==> src/hdl/msg_gpio_regs.svh <==
// Register offsets, reset values and field positions of the GPIO ports.
`ifndef MSG_GPIO_REGS_SVH
`define MSG_GPIO_REGS_SVH

// ************************************************************
// Register offsets on the plain register port.
// ************************************************************
`define MSG_ADDR_PORT_A     8'h05
`define MSG_ADDR_PORT_B     8'h06
`define MSG_ADDR_OPTION     8'h81
`define MSG_ADDR_DIR_A      8'h85
`define MSG_ADDR_DIR_B      8'h86
`define MSG_ADDR_IRQ_CTRL   8'h8B
`define MSG_ADDR_PULLUP_B   8'h95
`define MSG_ADDR_CHG_EN_B   8'h96
`define MSG_ADDR_ANALOG     8'h9D

// ************************************************************
// Reset values.
// ************************************************************
`define MSG_RST_ALL_ONES    8'hFF
`define MSG_RST_ZERO        8'h00
`define MSG_RST_CHG_EN_B    8'hF0
`define MSG_RST_OPTION      8'hFF

// ************************************************************
// Field positions.
// ************************************************************
`define MSG_BIT_PU_DIS_N    7
`define MSG_BIT_GIE         7
`define MSG_BIT_PCE         3
`define MSG_BIT_PCF         0
`define MSG_BIT_OSC_OUT     6
`define MSG_BIT_OSC_IN      7
`define MSG_BIT_OPEN_DRAIN  4
`define MSG_MASK_IN_ONLY_A  8'h23
`define MSG_MASK_ANALOG_A   8'h0F

`endif

==> src/hdl/msg_pkg.sv <==
// Types shared by the GPIO port design.
package msg_pkg;

  // Oscillator configuration word selections.
  typedef enum logic [2:0] {
    OSC_LOW_POWER_CRYSTAL   = 3'h0,
    OSC_STD_CRYSTAL         = 3'h1,
    OSC_HIGH_SPEED_CRYSTAL  = 3'h2,
    OSC_RES_CAP_CLOCK_OUT_QUARTER      = 3'h3,
    OSC_RES_CAP_NO_CLOCK_OUT_QUARTER   = 3'h4,
    OSC_INTERNAL_CLOCK_OUT_QUARTER     = 3'h5,
    OSC_INTERNAL_NO_CLOCK_OUT_QUARTER  = 3'h6,
    OSC_EXTERNAL_CLOCK      = 3'h7
  } msg_osc_e;

  // One port byte.
  typedef logic [7:0] msg_byte_t;

endpackage : msg_pkg

==> src/hdl/msg_gpio_ports.sv <==
// Two 8-bit mixed-signal GPIO ports with pull-ups and change detection.
// Operation
// [RQ1] Port A direction gates driver, analog kills input
// [RQ2] Software programs both direction and analog select
// [RQ3] Analog pin reads zero, else pin level
// [RQ4] Crystal modes ignore bit 6 direction, read zero
// [RQ5] Bit 6 clock out, oscillator or digital
// [RQ6] Bit 7 oscillator or clock input, or digital
// [RQ7] Reset loads direction A and analog all ones
// [RQ8] Port B direction one floats, zero drives latch
// [RQ9] Analog bits 4..7 select port B 0..3
// [RQ10] Peripheral outputs replace latch on pins 6,7
// [RQ11] Pull-up needs select bit and global enable
// [RQ12] Output pins never get a pull-up
// [RQ13] Pull-ups disabled after power-on reset
// [RQ14] Only enabled inputs join change detection
// [RQ15] Mismatch against old latch sets change flag
// [RQ16] Interrupt needs change enable and global enable
// [RQ17] Mismatch wakes device from sleep
// [RQ18] Port B access recopies comparison latch
// [RQ19] Handler accesses port B, then clears flag
// [RQ20] Pull-up select at 95h, resets all ones
// [RQ21] Change enable at 96h, resets F0h
// [RQ22] Port writes are read-modify-write
// [RQ23] Pins pass a two-stage synchronizer
//
// The implementer's own choice: the address-and-strobe port.
`timescale 1ns/100ps
`include "msg_gpio_regs.svh"

module msg_gpio_ports
  import msg_pkg::*;
(
  input  wire logic       clk,
  input  wire logic       rst_n,
  input  wire logic [7:0] addr,
  input  wire logic [7:0] wdata,
  input  wire logic       wr_en,
  input  wire logic       rd_en,
  output logic      [7:0] rdata,
  input  wire msg_osc_e   osc_mode,
  input  wire logic       timer1_osc_enable,
  input  wire logic [1:0] periph_out_en,
  input  wire logic [1:0] periph_out,
  input  wire logic [7:0] port_a_in,
  output logic      [7:0] port_a_out,
  output logic      [7:0] port_a_oe,
  input  wire logic [7:0] port_b_in,
  output logic      [7:0] port_b_out,
  output logic      [7:0] port_b_oe,
  output logic      [7:0] pullup_b_en,
  output logic            port_change_irq,
  output logic            port_change_wake
);

  // ************************************************************
  // Register state.
  // ************************************************************
  msg_byte_t lat_a;          // Port A output latch.
  msg_byte_t lat_b;          // Port B output latch.
  msg_byte_t pin_direction_a; // One makes a port A pin an input.
  msg_byte_t pin_direction_b; // One makes a port B pin an input.
  msg_byte_t analog_select;   // One turns a pin analog.
  msg_byte_t pullup_select_b; // Per-pin pull-up select.
  msg_byte_t change_irq_enable_b; // Per-pin change enable.
  msg_byte_t option_rest;     // Other option bits, storage only.
  logic      pullup_global_disable_n; // Low enables pull-ups.
  logic      global_irq_enable;    // Global interrupt enable.
  logic      port_change_enable;   // Port change interrupt enable.
  logic      port_change_flag;     // Sticky change flag.
  logic [3:0] irq_ctrl_rest;       // Other control bits, storage.
  msg_byte_t old_b;          // Pin copy from the last port B access.
  msg_byte_t sync1_a;        // First synchronizer stage, port A.
  msg_byte_t sync2_a;        // Second synchronizer stage, port A.
  msg_byte_t sync1_b;        // First synchronizer stage, port B.
  msg_byte_t sync2_b;        // Second synchronizer stage, port B.
  logic [1:0] clk_div;       // Quarter-rate clock divider.

  // ************************************************************
  // Decoded strobes and derived views.
  // ************************************************************
  logic      wr_a;           // Write to port A.
  logic      wr_b;           // Write to port B.
  logic      access_b;       // Any access to port B.
  logic      crystal;        // A crystal oscillator is selected.
  logic      pin6_digital;   // Bit 6 acts as digital I/O.
  logic      pin6_clock_out_quarter;    // Bit 6 drives the quarter clock.
  logic      pin7_digital;   // Bit 7 acts as digital I/O.
  msg_byte_t analog_a;       // Port A pins in analog mode.
  msg_byte_t analog_b;       // Port B pins in analog mode.
  msg_byte_t read_a;         // Value that a port A read returns.
  msg_byte_t read_b;         // Value that a port B read returns.
  msg_byte_t watch_b;        // Pins taking part in detection.
  logic      mismatch;       // Any watched pin differs.
  msg_byte_t next_rdata;     // Read data for the next cycle.

  assign wr_a     = wr_en && (addr == `MSG_ADDR_PORT_A);
  assign wr_b     = wr_en && (addr == `MSG_ADDR_PORT_B);
  assign access_b = (wr_en || rd_en) && (addr == `MSG_ADDR_PORT_B);
  // Crystal modes own bit 6 as the feedback pin.
  assign crystal = (osc_mode == OSC_LOW_POWER_CRYSTAL) ||
                   (osc_mode == OSC_STD_CRYSTAL) ||
                   (osc_mode == OSC_HIGH_SPEED_CRYSTAL);

  // ************************************************************
  // Oscillator pin functions.
  // ************************************************************
  // Bit 6 and bit 7 take their role from the oscillator selection.
  always_comb begin
    pin6_digital = 1'b0;
    pin6_clock_out_quarter  = 1'b0;
    pin7_digital = 1'b0;
    case (osc_mode)
      OSC_RES_CAP_CLOCK_OUT_QUARTER,
      OSC_INTERNAL_CLOCK_OUT_QUARTER: begin
        pin6_clock_out_quarter  = 1'b1;                                 // RQ5
        pin7_digital = (osc_mode == OSC_INTERNAL_CLOCK_OUT_QUARTER) &&
                       !timer1_osc_enable;                   // RQ6
      end
      OSC_INTERNAL_NO_CLOCK_OUT_QUARTER: begin
        pin6_digital = !timer1_osc_enable;                   // RQ5
        pin7_digital = !timer1_osc_enable;                   // RQ6
      end
      OSC_RES_CAP_NO_CLOCK_OUT_QUARTER,
      OSC_EXTERNAL_CLOCK: begin
        pin6_digital = 1'b1;                                 // RQ5
      end
      default: pin6_digital = 1'b0;                          // RQ4
    endcase
  end

  // ************************************************************
  // Pin synchronizers.
  // ************************************************************
  // Two flops per pin; only the second stage feeds any logic.
  always_ff @(posedge clk) begin
    sync1_a <= port_a_in;                                    // RQ23
    sync2_a <= sync1_a;
    sync1_b <= port_b_in;                                    // RQ23
    sync2_b <= sync1_b;
  end

  // Quarter-rate clock output divider.
  always_ff @(posedge clk) begin
    if (!rst_n) begin
      clk_div <= 2'h0;
    end else begin
      clk_div <= clk_div + 2'h1;
    end
  end

  // ************************************************************
  // Read views of the pins.
  // ************************************************************
  // Analog pins have their input buffer off and read as zero.
  assign analog_a = analog_select & `MSG_MASK_ANALOG_A;      // RQ1
  assign analog_b = {4'h0, analog_select[7:4]};              // RQ9

  // Port A read masks analog pins and oscillator-owned pins.
  always_comb begin
    read_a = sync2_a & ~analog_a;                            // RQ3
    if (!pin6_digital) read_a[`MSG_BIT_OSC_OUT] = 1'b0;      // RQ4
    if (!pin7_digital) read_a[`MSG_BIT_OSC_IN] = 1'b0;       // RQ6
  end
  assign read_b = sync2_b & ~analog_b;                       // RQ3

  // ************************************************************
  // Port A drivers.
  // ************************************************************
  // Input-only pins never drive; the open-drain pin only pulls low.
  always_comb begin
    port_a_out = lat_a;
    port_a_oe  = ~pin_direction_a & ~`MSG_MASK_IN_ONLY_A;    // RQ1
    port_a_out[`MSG_BIT_OPEN_DRAIN] = 1'b0;
    port_a_oe[`MSG_BIT_OPEN_DRAIN] =
      !pin_direction_a[`MSG_BIT_OPEN_DRAIN] && !lat_a[`MSG_BIT_OPEN_DRAIN];
    if (pin6_clock_out_quarter) begin
      port_a_out[`MSG_BIT_OSC_OUT] = clk_div[1];             // RQ5
      port_a_oe[`MSG_BIT_OSC_OUT]  = 1'b1;
    end else if (!pin6_digital) begin
      port_a_oe[`MSG_BIT_OSC_OUT]  = 1'b0;                   // RQ4
    end
    if (!pin7_digital) port_a_oe[`MSG_BIT_OSC_IN] = 1'b0;    // RQ6
  end

  // ************************************************************
  // Port B drivers and pull-ups.
  // ************************************************************
  genvar gi;
  generate
    for (gi = 0; gi < 8; gi = gi + 1) begin : g_port_b
      if (gi >= 6) begin : g_periph
        // A peripheral replaces the latch but not the direction.
        assign port_b_out[gi] = periph_out_en[gi-6] ?
                                periph_out[gi-6] : lat_b[gi]; // RQ10
      end else begin : g_plain
        assign port_b_out[gi] = lat_b[gi];                   // RQ8
      end
      assign port_b_oe[gi] = !pin_direction_b[gi];           // RQ8
      // Pull-up only on inputs with select set and global enable.
      assign pullup_b_en[gi] = pullup_select_b[gi] &&
                               !pullup_global_disable_n &&
                               pin_direction_b[gi];          // RQ11 RQ12
      // Only enabled inputs are watched for change.
      assign watch_b[gi] = pin_direction_b[gi] &&
                           change_irq_enable_b[gi];          // RQ14
    end
  endgenerate

  // ************************************************************
  // Change detection.
  // ************************************************************
  assign mismatch = |((read_b ^ old_b) & watch_b);           // RQ15
  // Comparison latch follows every port B read or write.
  always_ff @(posedge clk) begin
    if (!rst_n) begin
      old_b <= `MSG_RST_ZERO;
    end else if (access_b) begin
      old_b <= read_b;                                       // RQ18
    end
  end

  // The flag is set while a mismatch lasts; set beats a clear.
  always_ff @(posedge clk) begin
    if (!rst_n) begin
      port_change_flag <= 1'b0;
    end else if (mismatch) begin
      port_change_flag <= 1'b1;                              // RQ15
    end else if (wr_en && (addr == `MSG_ADDR_IRQ_CTRL)) begin
      port_change_flag <= wdata[`MSG_BIT_PCF];
    end
  end

  assign port_change_irq = port_change_flag && port_change_enable &&
                           global_irq_enable;                // RQ16
  // Wake needs the change enable but not the global enable.
  assign port_change_wake = mismatch && port_change_enable;  // RQ17

  // ************************************************************
  // Port latches.
  // ************************************************************
  // A full-byte write modifies every bit, so the latch takes wdata.
  always_ff @(posedge clk) begin
    if (!rst_n) begin
      lat_a <= `MSG_RST_ZERO;
      lat_b <= `MSG_RST_ZERO;
    end else begin
      if (wr_a) lat_a <= wdata;                              // RQ22
      if (wr_b) lat_b <= wdata;                              // RQ22
    end
  end

  // ************************************************************
  // Configuration registers.
  // ************************************************************
  // Direction A bit 6 is frozen while a crystal owns it.
  always_ff @(posedge clk) begin
    if (!rst_n) begin
      pin_direction_a <= `MSG_RST_ALL_ONES;                  // RQ7
      pin_direction_b <= `MSG_RST_ALL_ONES;
      analog_select   <= `MSG_RST_ALL_ONES;                  // RQ7
    end else if (wr_en) begin
      case (addr)
        `MSG_ADDR_DIR_A: begin
          pin_direction_a <= wdata;
          if (crystal) begin
            pin_direction_a[`MSG_BIT_OSC_OUT] <=
              pin_direction_a[`MSG_BIT_OSC_OUT];             // RQ4
          end
        end
        `MSG_ADDR_DIR_B: begin
          pin_direction_b <= wdata;
        end
        `MSG_ADDR_ANALOG: begin
          analog_select <= wdata;
        end
        default: analog_select <= analog_select;
      endcase
    end
  end

  // Pull-up, change enable and option storage.
  always_ff @(posedge clk) begin
    if (!rst_n) begin
      pullup_select_b         <= `MSG_RST_ALL_ONES;          // RQ20
      change_irq_enable_b     <= `MSG_RST_CHG_EN_B;          // RQ21
      option_rest             <= `MSG_RST_OPTION;
      pullup_global_disable_n <= 1'b1;                       // RQ13
    end else if (wr_en) begin
      case (addr)
        `MSG_ADDR_PULLUP_B: begin
          pullup_select_b <= wdata;                          // RQ20
        end
        `MSG_ADDR_CHG_EN_B: begin
          change_irq_enable_b <= wdata;                      // RQ21
        end
        `MSG_ADDR_OPTION: begin
          option_rest             <= wdata;
          pullup_global_disable_n <= wdata[`MSG_BIT_PU_DIS_N];
        end
        default: option_rest <= option_rest;
      endcase
    end
  end

  // Interrupt control bits other than the change flag.
  always_ff @(posedge clk) begin
    if (!rst_n) begin
      global_irq_enable  <= 1'b0;
      port_change_enable <= 1'b0;
      irq_ctrl_rest      <= 4'h0;
    end else if (wr_en && (addr == `MSG_ADDR_IRQ_CTRL)) begin
      global_irq_enable  <= wdata[`MSG_BIT_GIE];
      port_change_enable <= wdata[`MSG_BIT_PCE];
      irq_ctrl_rest      <= {wdata[6:4], wdata[2]};
    end
  end

  // ************************************************************
  // Read-back.
  // ************************************************************
  // Unmapped offsets read zero; data stands for one cycle only.
  always_comb begin
    next_rdata = `MSG_RST_ZERO;
    case (addr)
      `MSG_ADDR_PORT_A:   next_rdata = read_a;
      `MSG_ADDR_PORT_B:   next_rdata = read_b;
      `MSG_ADDR_DIR_A:    next_rdata = pin_direction_a;
      `MSG_ADDR_DIR_B:    next_rdata = pin_direction_b;
      `MSG_ADDR_ANALOG:   next_rdata = analog_select;
      `MSG_ADDR_PULLUP_B: next_rdata = pullup_select_b;
      `MSG_ADDR_CHG_EN_B: next_rdata = change_irq_enable_b;
      `MSG_ADDR_OPTION:   next_rdata = {pullup_global_disable_n,
                                        option_rest[6:0]};
      `MSG_ADDR_IRQ_CTRL: next_rdata = {global_irq_enable,
                                        irq_ctrl_rest[3:1],
                                        port_change_enable,
                                        irq_ctrl_rest[0], 1'b0,
                                        port_change_flag};
      default:            next_rdata = `MSG_RST_ZERO;
    endcase
  end

  // Read data register.
  always_ff @(posedge clk) begin
    if (!rst_n) begin
      rdata <= `MSG_RST_ZERO;
    end else if (rd_en) begin
      rdata <= next_rdata;
    end else begin
      rdata <= `MSG_RST_ZERO;
    end
  end
endmodule : msg_gpio_ports

==> config.mk <==
export PLATFORM = sky130hd
export DESIGN_NAME = msg_gpio_ports
export DESIGN_NICKNAME = d
export VERILOG_FILES = /design/src/hdl/msg_pkg.sv /design/src/hdl/msg_gpio_ports.sv
export VERILOG_INCLUDE_DIRS = /design/src /design/src/hdl
export SDC_FILE = /design/constraint.sdc
export NUM_CORES = 1
export LEC_CHECK = 0
export BUFFER_PORTS_ARGS = -buffer_cell sky130_fd_sc_hd__buf_4
export CAP_MARGIN = 20
export CELL_PAD_IN_SITES_DETAIL_PLACEMENT = 1
export CELL_PAD_IN_SITES_GLOBAL_PLACEMENT = 1
export CORE_MARGIN = 4
export CORE_UTILIZATION = 45
export CTS_BUF_LIST = sky130_fd_sc_hd__clkbuf_16
export DETAILED_ROUTE_END_ITERATION = 10
export PLACE_DENSITY_LB_ADDON = 0.2
export SYNTH_ARGS = -nofsm -noshare
export SYNTH_HDL_FRONTEND = slang
export SYNTH_SLANG_ARGS = --single-unit
==> constraint.sdc <==
create_clock -name clk -period 3.4 [get_ports clk]
set_input_delay 0.51 -clock clk [delete_from_list [all_inputs] [get_ports clk]]
set_output_delay 0.51 -clock clk [all_outputs]
set_load 0.05 [all_outputs]
==> out/metrics.yaml <==
setup_viol: 0
cts_tree: "built"
grt_pass1_vias: 4429
end_kind: "primary output"
die_x_um: 114
area_delta_synth_final_pct: 23.6
cts_resized: 0
synthAdderAreaFrac_pct: 0
io_buffers: 89
final_area_mm2: 0.00630
yosys-top-cells-area: "dfxtp_1 (48%), mux2i_1 (13%), nor2b_1 (5.4%), nand2_1 (5.2%), nand3_1 (2.9%)"
p_clk_share_pct: 51.8
slew_violations: 0
first_pass_iters: 5
dp_hpwl_mm: 10.8
switching_share_pct: 22.4
cts.clk_slew.worst_paths_ps: 50
fin_util_pct: 57.3
path_buf_inv: 1
drive_gt1_share_pct: 22.0
ir_drop_uv: 447
path_delay_family: "simple AND/OR/NAND/NOR gates"
p_comb_share_pct: 5.8
place_congestion: 0.923
slew-limit-headroom_pct: 40.2
synth_area_mm2: 0.00509
cp.required_ps: 2890
ys_types: 49
drv_cap: 0
setup_tns_ps: 0
hp-class: "in2reg"
cts_hold_buf: 0
synth_top_family_by_area: "simple AND/OR/NAND/NOR gates"
max_stage_delay_ps: 390
slowest_stage: "nor3_1"
postCtsSetupBuffers: 0
use_met2_pct: 39.9
critPathKind: "reg2out"
first_iter_violations: 209
cts_buffer_depth: 2
post-route-period-util_pct: 74.6
yosysSeqAreaShare_pct: 47.5
crit_top_cell: "nor2b_1"
cts_made_buffers: 17
nets: 640
syn_inst: 533
yosys.area.top_type: "dfxtp_1"
dieArea_mm2: 0.0131
io_pins: 94
top_usage_layer: "met2"
multi_input_area_mm2: 0.00235
rsz0062_at_grt: "false"
use_met3_pct: 6.18
grt_pass1_wl_mm: 24.0
cts_root_buf: "clkbuf_16"
outcome: "finished, final reports clean"
synth_compound_area_share_pct: 10.4
max_freq_mhz: 394
synthMuxAreaShare_pct: 13.8
htree_levels: 4
wl_per_cell_um: 20.3
core_mm2: 0.0110
ant_nets: 0
tightest_slew_ps: 896
cts.sink_count: 121
synth_xor_area_share_pct: 1.89
critPathLaunchType: "flop"
seq_area_mm2: 0.00242
antenna_found_initial: 1
clk_latency_ps: 420
vias: 4172
fill_cells: 1234
p_per_area_mw_per_mm2: 544
diodes: 0
placementRows: 38
p_switching_uw: 769
drc: 0
initial_utilization_pct: 46.4
whs_ps: 192
fin_cells: 749
synth.avg_cell_area_um2: 9.56
p_int_uw: 2660
ys_warn_count: 0
synth_flop_cell: "dfxtp_1"
critPathMaxFanout: 3
drt_wl_total_mm: 15.2
finClkSkew_ps: 5.80
critPathArrivalTime_ps: 2030
ys_ff_latch: 121
die_h_um: 114
power.share.sequential_pct: 42.4
postPlaceCellArea_mm2: 0.00571
dp.cells: 717
synthSimpleGateAreaFrac_pct: 19.5
vias_per_cell: 5.57
synth_edf_count: 0
use_met1_pct: 28.9
grt_remaining_overflow: 0
post-synth-top-area-fraction_pct: 47.5
grt_start_max_net_pins: 57
p_leak_uw: 0.00298
ys_async_sr_fraction_pct: 0
track_usage_pct: 24.1
cp_cell_sequence: "nor2b_1 -> xnor2_1 -> o22ai_1 -> nor3_1 -> nor2b_1 -> buf_4"
hold_viol: 0
period_needed_ps: 2540
[cell type report]
cell class / count / share of cell area (%)
clock inverters: 15 / 2.58
flip-flops and latches: 121 / 38.5
multi-input cells: 346 / 37.3
well taps: 140 / 2.78
clock buffers: 17 / 6.76
repair buffers: 94 / 11.2
inverters: 16 / 0.954
[through the flow]
stage	setup WS, ps	power, uW
after global routing	727	3550
after CTS	873	3450
after detailed placement	812	1680
final	864	3430
after floorplan	1040	1600
after global placement	880	1680
[cells by family (layout without fill, tap and decap cells)]
logic type,Yosys count,in the layout
buffers and inverters,69,142
DFF,121,121
AOI/OAI and AO/OA,74,74
other,1,4
muxes,70,70
and+or+nand+nor,187,187
xor gates and xnor gates,11,11
[power by group through the flow]
stage	sequential (uW)	clock (uW)	combinational (uW)
5_1_grt	1460	1880	211
2_1_floorplan	1480	0	117
6_report	1450	1770	199
3_3_place_gp	1480	0	192
4_1_cts	1450	1800	197
3_5_place_dp	1480	0	196
[worst register-to-register path, cell delays in order, from the launching register on]
cell and delay (ps):
dfxtp_1 340, nor2b_1 240, xnor2_1 210, o22ai_1 120, nor3_1 390, a21boi_1 110
[flip-flops by register name, summed over array words and instances, names as in the netlist, 4 cells and up]
register,flops
pullup_select_b,8
change_irq_enable_b,8
sync1_b,8
sync1_a,8
sync2_a,8
pin_direction_a,8
lat_b,8
irq_ctrl_rest,4
rdata,8
pin_direction_b,8
lat_a,8
option_rest,7
analog_select,8
old_b,8
sync2_b,8
[routing by layer]
metal	part of all wire [%]	routed length, um
met5	0.086	13
met4	3.2	483
met3	6.1	926
met2	49	7440
met1	42	6300
[cells in the mapped netlist, types with 2 or more instances]
master and number:
nor3_1 2, a21oi_1 10, and4bb_1 2, nand2_1 70
a22o_1 6, a31oi_1 6, mux2_2 3, buf_4 18
and3b_1 2, o211ai_1 12, o22ai_1 7, nor3b_1 3
o2111ai_1 2, xnor2_1 6, buf_2 8, nor2b_1 44
nand3_2 3, nor4_1 2, nand4_1 2, dfxtp_1 121
o21ai_0 6, and2_1 2, and3_1 4, nor2_1 13
a32o_1 5, nand3_1 30, a22oi_1 12, xor2_1 5
clkbuf_1 26, inv_1 16, mux2i_1 67
[placed cells by master, fill, tap and decap left out, types with 2 or more instances in the layout]
cell,synthesis,layout
buf_4,18,94
clkinvlp_4,0,4
a31oi_1,6,6
and2_1,2,2
mux2_2,3,3
bufinv_16,0,3
dfxtp_1,121,121
nand4_1,2,2
nand3_2,3,3
nand2_1,70,70
a32o_1,5,5
and3_1,4,4
nor2b_1,44,44
xnor2_1,6,6
a22o_1,6,6
o21ai_0,6,6
o22ai_1,7,7
nor2_1,13,13
nor3_1,2,2
clkbuf_16,0,17
and3b_1,2,2
a21oi_1,10,10
inv_1,16,19
and4bb_1,2,2
mux2i_1,67,67
clkinv_2,0,2
xor2_1,5,5
nand3_1,30,30
clkinv_4,0,2
a22oi_1,12,12
nor3b_1,3,3
o2111ai_1,2,2
o211ai_1,12,12
conb_1,1,4
[final timing paths]
path	from	endpoint	slack (ps)	depth (start not counted)
setup reg to reg	analog_select[5]$_SDFFE_PN1P_	port_change_flag$_SDFFE_PN0P_	1860	5
setup / recovery	analog_select[5]$_SDFFE_PN1P_	port_change_wake	860	6
hold reg to reg	sync1_b[3]$_DFF_P_	sync2_b[3]$_DFF_P_	320	0
hold / removal	port_a_in[0]	sync1_a[0]$_DFF_P_	190	1
Note: power is estimated with default switching activity, not from simulation.
